==> src/verilog/iiag_pkg.sv <==
package iiag_pkg;

    // Widths of the data path.
    localparam int ADDR_W = 14;
    localparam int BYTE_W = 8;
    localparam int NUM_PTR = 3;

    // Pointer pair value after reset.
    localparam logic [13:0] PTR_RST = 14'h0000;

    // Access Bank split and remap base.
    localparam logic [7:0] ACCESS_SPLIT = 8'h60;
    localparam logic [7:0] LIT_MAX = 8'h5F;
    localparam logic [5:0] TOP_BANK = 6'h3F;

    // Virtual operand registers: three groups of five, eight apart; pointer 1 plain at 3FE7h.
    localparam logic [13:0] VIRT_LO = 14'h3FDF;
    localparam logic [13:0] VIRT_HI = 14'h3FF3;
    localparam logic [13:0] VIRT_SPAN = 14'h0008;

    // Index of the pointer that gains the literal-offset window.
    localparam logic [1:0] LIT_PTR = 2'h2;
    localparam logic [7:0] DATA_ZERO = 8'h00;
    localparam logic [13:0] ONE14 = 14'h0001;

    // Operand kinds presented by the execution core.
    typedef enum logic [2:0] {
        OP_DIRECT = 3'b000,
        OP_PLAIN = 3'b001,
        OP_POST_INC = 3'b010,
        OP_POST_DEC = 3'b011,
        OP_PRE_INC = 3'b100,
        OP_ACC_IDX = 3'b101
    } iiag_op_t;

endpackage : iiag_pkg

==> src/verilog/iiag_ptr_if.sv <==
`timescale 1ns/1ps
interface iiag_ptr_if;
    logic [13:0] value;
    logic load;
    logic [13:0] load_val;
    logic step_inc;
    logic step_dec;

    modport owner (output value, input load, input load_val, input step_inc, input step_dec);
    modport user (input value, output load, output load_val, output step_inc, output step_dec);
endinterface : iiag_ptr_if

==> src/verilog/iiag_addr_gen.sv <==
`timescale 1ns/1ps
// Summary of operation
// - Post-decrement uses pointer, then decrements pair.
// - Post-increment uses pointer, then increments pair.
// - Pre-increment bumps pair, uses new value.
// - Accumulator-indexed adds signed accumulator to pointer.
// - Accumulator-indexed leaves accumulator and pointer alone.
// - Plain operand addresses pointer, no change.
// - Steps act on whole pair with carry.
// - Pointer steps never touch condition flags.
// - Indirect read of a virtual operand returns zero.
// - Indirect write to a virtual operand does nothing.
// - Operand write to own pair stores unstepped.
// - Extended set leaves first two pointers unchanged.
// - Extended, access clear, low file: third pointer offset.
// - Access clear, high file maps to top bank.
// - Access set uses bank selector plus file.
// - Inherent and literal ops unaffected by extended set.
// - Literal window spans third pointer to plus 95.
// - Pointer pairs hold fourteen-bit linear addresses.
// - Bank selector and file form fourteen bits.
module iiag_addr_gen (
    input wire logic core_clk,
    input wire logic sys_rst,
    input wire logic extended_set_enable,
    input wire logic access_valid,
    input wire iiag_pkg::iiag_op_t op_kind,
    input wire logic [1:0] ptr_sel,
    input wire logic [7:0] file_addr,
    input wire logic access_sel,
    input wire logic [5:0] bank_selector,
    input wire logic [7:0] accumulator,
    input wire logic is_write,
    input wire logic [7:0] wr_data,
    input wire logic [7:0] mem_rd_data,
    input wire logic ptr_wr_en,
    input wire logic [1:0] ptr_wr_sel,
    input wire logic ptr_wr_high,
    input wire logic [7:0] ptr_wr_data,
    output logic [13:0] data_addr,
    output logic mem_rd_en,
    output logic mem_wr_en,
    output logic [7:0] mem_wr_data,
    output logic [7:0] rd_data,
    output logic [13:0] pointer_pair_0,
    output logic [13:0] pointer_pair_1,
    output logic [13:0] third_pointer
);

    iiag_ptr_if ptr_bus [3] ();
    logic [13:0] ptr_val [3];

    // Three pointer pairs, each one owner module.
    for (genvar i = 0; i < 3; i++)
    begin : g_ptr
        iiag_ptr_reg u_ptr (
            .core_clk(core_clk),
            .sys_rst(sys_rst),
            .ptr(ptr_bus[i])
        );
        assign ptr_val[i] = ptr_bus[i].value;
    end

    logic is_indirect;
    logic [13:0] sel_ptr;
    logic [13:0] acc_offset;
    logic [13:0] indirect_addr;
    logic [13:0] direct_addr;
    logic [13:0] lit_addr;
    logic [13:0] bank_addr;
    logic [13:0] top_addr;
    logic use_literal;
    logic [13:0] eff_addr;
    logic target_virtual;
    logic [13:0] virt_rel;
    logic [1:0] virt_ptr;
    logic virt_valid;
    logic self_write;
    logic do_inc;
    logic do_dec;

    // Indirect operand decode and selected pointer.
    assign is_indirect = (op_kind != iiag_pkg::OP_DIRECT);
    assign sel_ptr = (ptr_sel == 2'd1) ? ptr_val[1]
                   : (ptr_sel == 2'd2) ? ptr_val[2] : ptr_val[0];

    // Accumulator sign-extended to fourteen bits.
    assign acc_offset = {{6{accumulator[7]}}, accumulator};

    // Indirect address per operand kind; the sum wraps in fourteen bits.
    assign indirect_addr = (op_kind == iiag_pkg::OP_PRE_INC) ? sel_ptr + iiag_pkg::ONE14
                         : (op_kind == iiag_pkg::OP_ACC_IDX) ? sel_ptr + acc_offset
                         : sel_ptr;

    // Direct addressing forms: literal window, top bank, bank selector.
    assign use_literal = extended_set_enable && !access_sel && (file_addr <= iiag_pkg::LIT_MAX);
    assign lit_addr = ptr_val[iiag_pkg::LIT_PTR] + {6'h00, file_addr};
    assign top_addr = {iiag_pkg::TOP_BANK, file_addr};
    assign bank_addr = {bank_selector, file_addr};
    assign direct_addr = access_sel ? bank_addr
                       : use_literal ? lit_addr
                       : (file_addr >= iiag_pkg::ACCESS_SPLIT) ? top_addr
                       : {6'h00, file_addr};
    // Only direct access consults the extended bit; indirect paths never do.
    assign eff_addr = is_indirect ? indirect_addr : direct_addr;

    // Detect an indirect target that is itself a virtual operand register.
    assign virt_rel = eff_addr - iiag_pkg::VIRT_LO;
    assign target_virtual = is_indirect && (eff_addr >= iiag_pkg::VIRT_LO)
                          && (eff_addr <= iiag_pkg::VIRT_HI)
                          && (virt_rel[2:0] != 3'd5) && (virt_rel[2:0] != 3'd6)
                          && (virt_rel[2:0] != 3'd7);
    assign virt_ptr = 2'(2 - (virt_rel >> 3));
    assign virt_valid = access_valid && is_write && !is_indirect
                      && (direct_addr >= iiag_pkg::VIRT_LO) && (direct_addr <= iiag_pkg::VIRT_HI)
                      && (virt_rel[2:0] < 3'd5);
    assign self_write = virt_valid;

    // Pointer steps; only the pointer moves, no flag is driven here.
    assign do_inc = access_valid && ((op_kind == iiag_pkg::OP_POST_INC)
                  || (op_kind == iiag_pkg::OP_PRE_INC));
    assign do_dec = access_valid && (op_kind == iiag_pkg::OP_POST_DEC);

    // Per-pointer control: explicit byte writes, operand writes, steps.
    for (genvar i = 0; i < 3; i++)
    begin : g_ctl
        logic byte_wr;
        logic op_wr;
        logic [13:0] byte_val;
        assign byte_wr = ptr_wr_en && (ptr_wr_sel == 2'(i));
        assign op_wr = self_write && (virt_ptr == 2'(i));
        assign byte_val = ptr_wr_high ? {ptr_wr_data[5:0], ptr_val[i][7:0]}
                                      : {ptr_val[i][13:8], ptr_wr_data};
        assign ptr_bus[i].load = byte_wr || op_wr;
        assign ptr_bus[i].load_val = op_wr ? {6'h00, wr_data} : byte_val;
        // A load wins; accumulator-indexed and plain never step.
        assign ptr_bus[i].step_inc = !ptr_bus[i].load && do_inc && (ptr_sel == 2'(i));
        assign ptr_bus[i].step_dec = !ptr_bus[i].load && do_dec && (ptr_sel == 2'(i));
    end

    // Memory strobes; virtual targets neither read nor write.
    assign mem_rd_en = access_valid && !is_write && !target_virtual;
    assign mem_wr_en = access_valid && is_write && !target_virtual && !self_write;
    assign mem_wr_data = wr_data;
    assign data_addr = eff_addr;

    logic [7:0] rd_q;
    logic [7:0] rd_d;

    // Read result is forced to zero for a virtual target.
    assign rd_d = target_virtual ? iiag_pkg::DATA_ZERO : mem_rd_data;

    // Registered read data; it holds between accesses.
    always_ff @(posedge core_clk or posedge sys_rst)
    begin
        if (sys_rst)
            rd_q <= iiag_pkg::DATA_ZERO;
        else
            rd_q <= access_valid ? rd_d : rd_q;
    end

    // Pointer views come straight from the pointer flip-flops, so updates show next cycle.
    assign rd_data = rd_q;
    assign pointer_pair_0 = ptr_val[0];
    assign pointer_pair_1 = ptr_val[1];
    assign third_pointer = ptr_val[2];

endmodule : iiag_addr_gen

==> src/verilog/iiag_ptr_reg.sv <==
`timescale 1ns/1ps
module iiag_ptr_reg (
    input wire logic core_clk,
    input wire logic sys_rst,
    iiag_ptr_if.owner ptr
);

    logic [13:0] value_q;
    logic [13:0] value_d;
    logic [13:0] stepped;

    // Whole-pair step so low-byte wrap carries or borrows into the high byte.
    assign stepped = ptr.step_inc ? value_q + iiag_pkg::ONE14 : value_q - iiag_pkg::ONE14;
    // A write through an operand loads the value with no step applied.
    assign value_d = ptr.load ? ptr.load_val
                   : (ptr.step_inc || ptr.step_dec) ? stepped : value_q;
    assign ptr.value = value_q;

    // Pointer pair storage, fourteen bits only.
    always_ff @(posedge core_clk or posedge sys_rst)
    begin
        if (sys_rst)
            value_q <= iiag_pkg::PTR_RST;
        else
            value_q <= value_d;
    end

endmodule : iiag_ptr_reg

==> config.mk <==
export PLATFORM = sky130hd
export DESIGN_NAME = iiag_addr_gen
export DESIGN_NICKNAME = d
export VERILOG_FILES = /design/src/verilog/iiag_pkg.sv /design/src/verilog/iiag_ptr_if.sv /design/src/verilog/iiag_addr_gen.sv /design/src/verilog/iiag_ptr_reg.sv
export SDC_FILE = /design/constraint.sdc
export NUM_CORES = 1
export LEC_CHECK = 0
export BUFFER_PORTS_ARGS = -buffer_cell sky130_fd_sc_hd__buf_2
export CORE_MARGIN = 1.5
export CORE_UTILIZATION = 60
export CTS_CLUSTER_DIAMETER = 40
export DETAILED_ROUTE_END_ITERATION = 7
export MAX_ROUTING_LAYER = met4
export PLACE_DENSITY = 0.86
export SYNTH_ARGS = -nofsm -noshare
export SYNTH_HDL_FRONTEND = slang
export SYNTH_SLANG_ARGS = --single-unit
==> constraint.sdc <==
create_clock -name core_clk -period 6.83 [get_ports core_clk]
set_input_delay 0.683 -clock core_clk [delete_from_list [all_inputs] [get_ports core_clk]]
set_output_delay 0.683 -clock core_clk [all_outputs]
set_load 0.02 [all_outputs]
# After elaboration in Yosys (flattened, before gate mapping)
# Cells that the tools add are included.
dict set report word_totals {
  ff_bits 50
  latchBits 0
  mem_bits_rw 0
  mem_bits_ro 0
  in_bits 61
  mem_count 0
}
dict set report classes {
  n_addsub 11
  multipliers 0
  div 0
  magnitude_cmp 7
  eq_ne 19
  shift 0
  muxes 22
  n_bitwise 0
  n_reduce_logical 64
}
# operator count
set ops {}
lappend ops {{2-to-1 mux 14 bit} 21}
lappend ops {{adder 14 x 1 -> 14 bit, second input constant} 4}
lappend ops {{subtractor 14 x 1 -> 14 bit, second input constant} 3}
lappend ops {{logical AND 1 bit} 36}
lappend ops {{>= comparator 14 bit, second input constant} 2}
lappend ops {{less-or-equal comparator 14 bit, second input constant} 2}
lappend ops {{inequality test 3 bit, second input constant} 9}
lappend ops {{adder 14 bit} 1}
lappend ops {{adder 14 x 8 -> 14 bit} 1}
lappend ops {{AND reduction 2 bit} 6}
lappend ops {{>= comparator 8 x 7 -> 1 bit, second input constant} 1}
lappend ops {{less-or-equal comparator 8 x 7 -> 1 bit, second input constant} 1}
lappend ops {{logical NOT 1 bit} 8}
lappend ops {{2-to-1 mux 8 bit} 1}
lappend ops {{logical OR 1 bit} 7}
lappend ops {{equality test 2 x 1 -> 1 bit, second input constant} 3}
lappend ops {{equality test 2 bit, second input constant} 3}
lappend ops {{equality test 3 x 2 -> 1 bit, second input constant} 2}
lappend ops {{equality test 3 bit, second input constant} 2}
lappend ops {{logical NOT 2 bit} 3}
lappend ops {{nonzero test 2 bit} 3}
lappend ops {{subtractor 5 bit, second input constant} 1}
lappend ops {{< comparator 3 bit, second input constant} 1}
lappend ops {{nonzero test 3 bit} 1}
lappend ops {{subtractor 2 bit, first input constant} 1}

# Longest topological paths before layout
dict set report logic_depth {
  word_depth 18
  depth_mapped 19
  mapped_depth_nobuf 16
}

# Hierarchy
# Synthesis repeated with hierarchy kept, for this count alone.
dict set report hier_totals {
  hier_cells 1049
  area_unflattened_um2 8102.8
}
# module instances cells_per_inst area_per_inst_um2
set modules_own_cells {}
lappend modules_own_cells {iiag_addr_gen 1 608 4306.6}
lappend modules_own_cells {{iiag_ptr_reg at g_ptr[0].u_ptr ...} 2 143 1248.7}
lappend modules_own_cells {{iiag_ptr_reg at g_ptr[2].u_ptr} 1 155 1298.7}

# Worst setup path after synthesis
# OpenSTA, ideal clock, no wires.
dict set report synth_timing {
  kind {input to output}
  from {input port ptr_sel[1]}
  to {output port mem_rd_en}
  arrival_time_ns 4.285
  required_ns 6.147
  setup_slack_ns 1.862
  cell_stages 16
  path_buffers 1
  path_cell_list {buf_6 -> or3b_2 -> o221ai_1 -> inv_2 -> ha_1 -> fa_1 -> a211oi_1 -> o21bai_1 -> a41oi_1 -> xnor2_1 -> a221oi_1 -> o2bb2ai_1 -> nand2_1 -> nor4b_2 -> o211ai_1 -> and3b_1}
}
dict set report synth_via {
  elab_chain_len 15
  elab_cells_between_ends 22
  cone_classes {add/sub: 3; order compare: 2; eq/ne: 5; mux: 5; reduce/logical: 7}
}
# item line
set synth_rtl {}
lappend synth_rtl {{start: declaration} iiag_addr_gen.sv:28} ;# input wire logic [1:0] ptr_sel,
lappend synth_rtl {{equality test 2 bit} iiag_addr_gen.sv:85} ;# : (ptr_sel == 2'd2) ? ptr_val[2] : ptr_val[0];
lappend synth_rtl {{2-to-1 mux 14 bit} iiag_addr_gen.sv:85}
lappend synth_rtl {{2-to-1 mux 14 bit (*)} iiag_addr_gen.sv:84} ;# assign sel_ptr = (ptr_sel == 2'd1) ? ptr_val[1]
lappend synth_rtl {{adder 14 bit} iiag_addr_gen.sv:92} ;# : (op_kind == iiag_pkg::OP_ACC_IDX) ? sel_ptr + acc_offset
lappend synth_rtl {{2-to-1 mux 14 bit} iiag_addr_gen.sv:92}
lappend synth_rtl {{2-to-1 mux 14 bit (*)} iiag_addr_gen.sv:91} ;# assign indirect_addr = (op_kind == iiag_pkg::OP_PRE_INC) ? sel_ptr + iiag_pkg::ONE14
lappend synth_rtl {{2-to-1 mux 14 bit (*)} iiag_addr_gen.sv:105} ;# assign eff_addr = is_indirect ? indirect_addr : direct_addr;
lappend synth_rtl {{via data_addr[10]} iiag_addr_gen.sv:40} ;# output logic [13:0] data_addr,
lappend synth_rtl {{>= comparator 14 bit} iiag_addr_gen.sv:109} ;# assign target_virtual = is_indirect && (eff_addr >= iiag_pkg::VIRT_LO)
lappend synth_rtl {{logical AND 1 bit} iiag_addr_gen.sv:109}
lappend synth_rtl {{logical AND 1 bit (*)} iiag_addr_gen.sv:110} ;# && (eff_addr <= iiag_pkg::VIRT_HI)
lappend synth_rtl {{logical AND 1 bit (*) (2 in series)} iiag_addr_gen.sv:111} ;# && (virt_rel[2:0] != 3'd5) && (virt_rel[2:0] != 3'd6)
lappend synth_rtl {{logical AND 1 bit (*)} iiag_addr_gen.sv:112} ;# && (virt_rel[2:0] != 3'd7);
lappend synth_rtl {{logical NOT 1 bit (*)} iiag_addr_gen.sv:142} ;# assign mem_rd_en = access_valid && !is_write && !target_virtual;
lappend synth_rtl {{logical AND 1 bit (*)} iiag_addr_gen.sv:142}
lappend synth_rtl {{end: declaration} iiag_addr_gen.sv:41} ;# output logic mem_rd_en,
# The timed path passes the listed nets; every way through them passes the cells marked *.

# Worst setup path after layout
dict set report layout_timing {
  from {input port ptr_sel[0]}
  to {output port mem_wr_en}
}
dict set report layout_via {
  elab_chain_len 16
  elab_cells_between_ends 26
  cone_classes {add/sub: 3; order compare: 3; eq/ne: 5; mux: 5; reduce/logical: 10}
}
# item line
set layout_rtl {}
lappend layout_rtl {{equality test 2 bit} iiag_addr_gen.sv:85}
lappend layout_rtl {{2-to-1 mux 14 bit} iiag_addr_gen.sv:85}
lappend layout_rtl {{2-to-1 mux 14 bit (*)} iiag_addr_gen.sv:84}
lappend layout_rtl {{adder 14 bit} iiag_addr_gen.sv:92}
lappend layout_rtl {{2-to-1 mux 14 bit} iiag_addr_gen.sv:92}
lappend layout_rtl {{2-to-1 mux 14 bit (*)} iiag_addr_gen.sv:91}
lappend layout_rtl {{2-to-1 mux 14 bit (*)} iiag_addr_gen.sv:105}
lappend layout_rtl {{>= comparator 14 bit} iiag_addr_gen.sv:109}
lappend layout_rtl {{logical AND 1 bit} iiag_addr_gen.sv:109}
lappend layout_rtl {{logical AND 1 bit} iiag_addr_gen.sv:110}
lappend layout_rtl {{logical AND 1 bit (2 in series)} iiag_addr_gen.sv:111}
lappend layout_rtl {{logical AND 1 bit} iiag_addr_gen.sv:112}
lappend layout_rtl {{logical NOT 1 bit} iiag_addr_gen.sv:143} ;# assign mem_wr_en = access_valid && is_write && !target_virtual && !self_write;
lappend layout_rtl {{logical AND 1 bit} iiag_addr_gen.sv:143}
lappend layout_rtl {{logical AND 1 bit (*)} iiag_addr_gen.sv:143}
lappend layout_rtl {{end: declaration} iiag_addr_gen.sv:42} ;# output logic mem_wr_en,
# Mark *: on every way between the ends. The rest lies on a longest branch, timed or not.

==> results.json <==
{
  "irDropWorstVdd_v": 0.0002925,
  "timing_worst_setup_path_type": "input port to output pin",
  "cts_tree": "built",
  "start_util": 0.6127,
  "synth.top_cell.area_share": 0.1796,
  "grt_overflow": 0,
  "yosysTopAreaCell": "dfrtp_1",
  "antennaDiodeCount": 0,
  "die_h_um": 110.8,
  "ys.flop_type": "dfrtp_1",
  "setup-tns-final_ns": 0,
  "met3_usage": 0.04429,
  "fin_skew_ns": 0.005326,
  "ys_ff_latch": 50,
  "internal_power_mw": 1.521,
  "rrSetupSlack_ns": 1.93,
  "antenna_found_initial": 0,
  "setup_violations": 0,
  "track_usage": 0.3720,
  "via_per_inst": 6.660,
  "worst_pin_slew_ns": 1.162,
  "worst_ep_required_time_ns": 6.15,
  "first_iter_violations": 846,
  "p_sw_mw": 1.630,
  "yosysWarningCount": 0,
  "dieWidth_um": 110.8,
  "num_vias": 7526,
  "portBuffers": 134,
  "hpwl_um": 17530,
  "swShare": 0.5174,
  "finalCritPeriodShare": 0.8289,
  "ios": 135,
  "postRouteWirelength_um": 22610,
  "cts_num_sinks": 50,
  "seqPwrFrac": 0.202,
  "r2r_start": "g_ptr[2].u_ptr.ptr.value[0]$_DFFE_PP0P_",
  "ys_seq_area_frac": 0.1796,
  "leakage_nw": 3.425,
  "ctsLongestPathBuffers": 2,
  "p_clk_frac": 0.093,
  "synth_area_leaders": "dfrtp_1 18%, ha_1 11%, a21oi_1 5.2%",
  "slew_viol_final": 0,
  "cp_max_fo": 18,
  "grtUsageMet2": 0.5938,
  "fp-row-count": 39,
  "grt_max_degree": 51,
  "core_um2": 11370,
  "netlist-cell-type-count": 83,
  "power.density_nw_per_um2": 405.7,
  "numCtsBuffers": 5,
  "h-tree-depth": 2,
  "combPwrFrac": 0.705,
  "synthesis.area_um2": 6967,
  "crit_end": "mem_wr_en",
  "rsz0062_at_grt": "false",
  "firstDrtPassIters": 5,
  "antenna_left": 0,
  "min_path_type": "flip-flop to flip-flop",
  "nNetsFinal": 1115,
  "syn2layout_area_growth_pct": 11.49,
  "clk_latency_ns": 0.30,
  "cts_hold_buf": 0,
  "wl_per_cell_um": 20.01,
  "relSlewSlack": 0.2169,
  "max_cap_violations": 0,
  "synth_edf_count": 0,
  "status": "complete, no violations",
  "clockRootBuffer": "clkbuf_16",
  "final_cell_mix": "134 x buf_2, 86 x nand2_1, 85 x nor2_1",
  "clkTransAtPathRegs_ns": 0.06,
  "final_common_cell": "buf_2",
  "rr_worst_depth": 16,
  "worstSetupStartpointType": "input port",
  "grtUsageMet1": 0.4829,
  "synthArstFlopShare": 1.000,
  "layout_min_cycle_time_ns": 5.661,
  "r2r-end": "g_ptr[0].u_ptr.ptr.value[5]$_DFFE_PP0P_",
  "busiest_layer": "met2",
  "crit_path_end_kind": "output pin",
  "grt_pass1_vias": 7010,
  "synth_cells": 883,
  "cts_resized": 0,
  "cts_setup_buffers": 0,
  "routabilityCongestion": 1.057,
  "arrival_ns": 4.98,
  "syn_nets": 1011,
  "grt_pass1_wl_um": 36210,
  "hold_viol": 0,
  "drc": 0,
  "dieArea_um2": 12270,
  "synth.avg_cell_area_um2": 7.890,
  "crit_start": "ptr_sel[0]",
  "fmaxAchievable_mhz": 176.6,
  "hold_ws_ns": 0.5195,
  "drive_above_1_share": 0.2097
}
==> power by group through the flow <==
stage | Clock (mW) | Combinational, mW | Sequential [mW]
after detailed placement | 0 | 2.17 | 0.631
after CTS | 0.294 | 2.19 | 0.626
after global routing | 0.305 | 2.44 | 0.645
final | 0.293 | 2.22 | 0.637
after global placement | 0 | 2.14 | 0.630
after floorplan | 0 | 1.56 | 0.674
==> flip-flops by register name (all words and copies together) (netlist names) <==
name                   flops
g_ptr.u_ptr.ptr.value     42
rd_data                    8
==> cells by family after synthesis <==
logic type,Yosys count,synth area share
AOI/OAI and AO/OA,285,0.2795
xor gates and xnor gates,60,0.07920
adders and majority gates,67,0.1257
buffers and inverters,74,0.05352
DFF,50,0.1796
muxes,41,0.06304
and+or+nand+nor,306,0.2195
==> per-stage QoR <==
step	power (mW)	util	setup slack, ns	area, µm²	std cells
finish	3.151	0.6832	1.169	7767	1130
global route	3.385	0.6832	0.8767	7767	1130
CTS	3.114	0.6832	1.237	7767	1130
detailed placement	2.801	0.6683	1.265	7599	1123
global placement	2.771	0.6683	1.392	7599	1123
floorplan	2.235	-	1.862	6967	883
==> Yosys cell counts (5+ instances only) <==
library cell and n:
nand2_1 86, nor2_1 85, a21oi_1 72, ha_1 62, o21ai_0 55, dfrtp_1 50, xnor2_1 33, inv_1 27
nand3_1 25, xor2_1 25, a21o_1 22, mux2_2 20, clkbuf_1 18, mux2i_1 18, nor3_1 15, o211ai_1 14
a211oi_1 11, o21a_1 11, and3_1 10, o211a_1 10, o221ai_1 10, or3_1 10, buf_4 9, nand4_1 9
nor2b_1 9, o21bai_1 9, a31oi_1 8, nor4_1 8, or3b_2 8, buf_6 7, nand2b_1 7, buf_2 6
nor3b_1 6, o221a_2 6, fa_1 5, inv_2 5
==> area by class of cell <==
cell class,instances,area (µm²)
clock buffers,6,138.9
clock inverters,1,30.03
fillers,961,3602
inverters,33,125.1
multi-input cells,759,5343
flip-flops and latches,50,1251
well taps,143,178.9
repair buffers,138,700.7
==> critical path: stages <==
cell and delay [ns]:
buf_2 0.29, nand2b_1 0.32, o221ai_1 0.39, inv_2 0.13, ha_1 0.23, fa_1 0.44
a211oi_1 0.46, o21ai_0 0.18, o211ai_1 0.12, a21oi_1 0.09, or4_4 0.56, a21oi_2 0.12
nand4_1 0.12, nor4b_2 0.33, o211ai_1 0.16, nor3b_1 0.17, buf_2 0.17
==> how the worst min path moves through the flow <==
stage / cells after the start / slack, ns / endpoint / start
after floorplan: 2 / 0.63 / rd_data[0]$_DFFE_PP0P_ / rd_data[0]$_DFFE_PP0P_
after global placement: 2 / 0.50 / rd_data[5]$_DFFE_PP0P_ / rd_data[5]$_DFFE_PP0P_
after detailed placement: 2 / 0.51 / rd_data[4]$_DFFE_PP0P_ / rd_data[4]$_DFFE_PP0P_
after CTS: 2 / 0.53 / rd_data[4]$_DFFE_PP0P_ / rd_data[4]$_DFFE_PP0P_
after global routing: 2 / 0.53 / rd_data[4]$_DFFE_PP0P_ / rd_data[4]$_DFFE_PP0P_
final: 2 / 0.52 / rd_data[4]$_DFFE_PP0P_ / rd_data[4]$_DFFE_PP0P_
==> metal layers <==
layer	wire (µm)	up-vias
met1	9303	3489
met2	10190	452
met4	971	0
met3	2149	79
li1	-	3506
met5	0	-
Power figures use the tool's default switching activity.
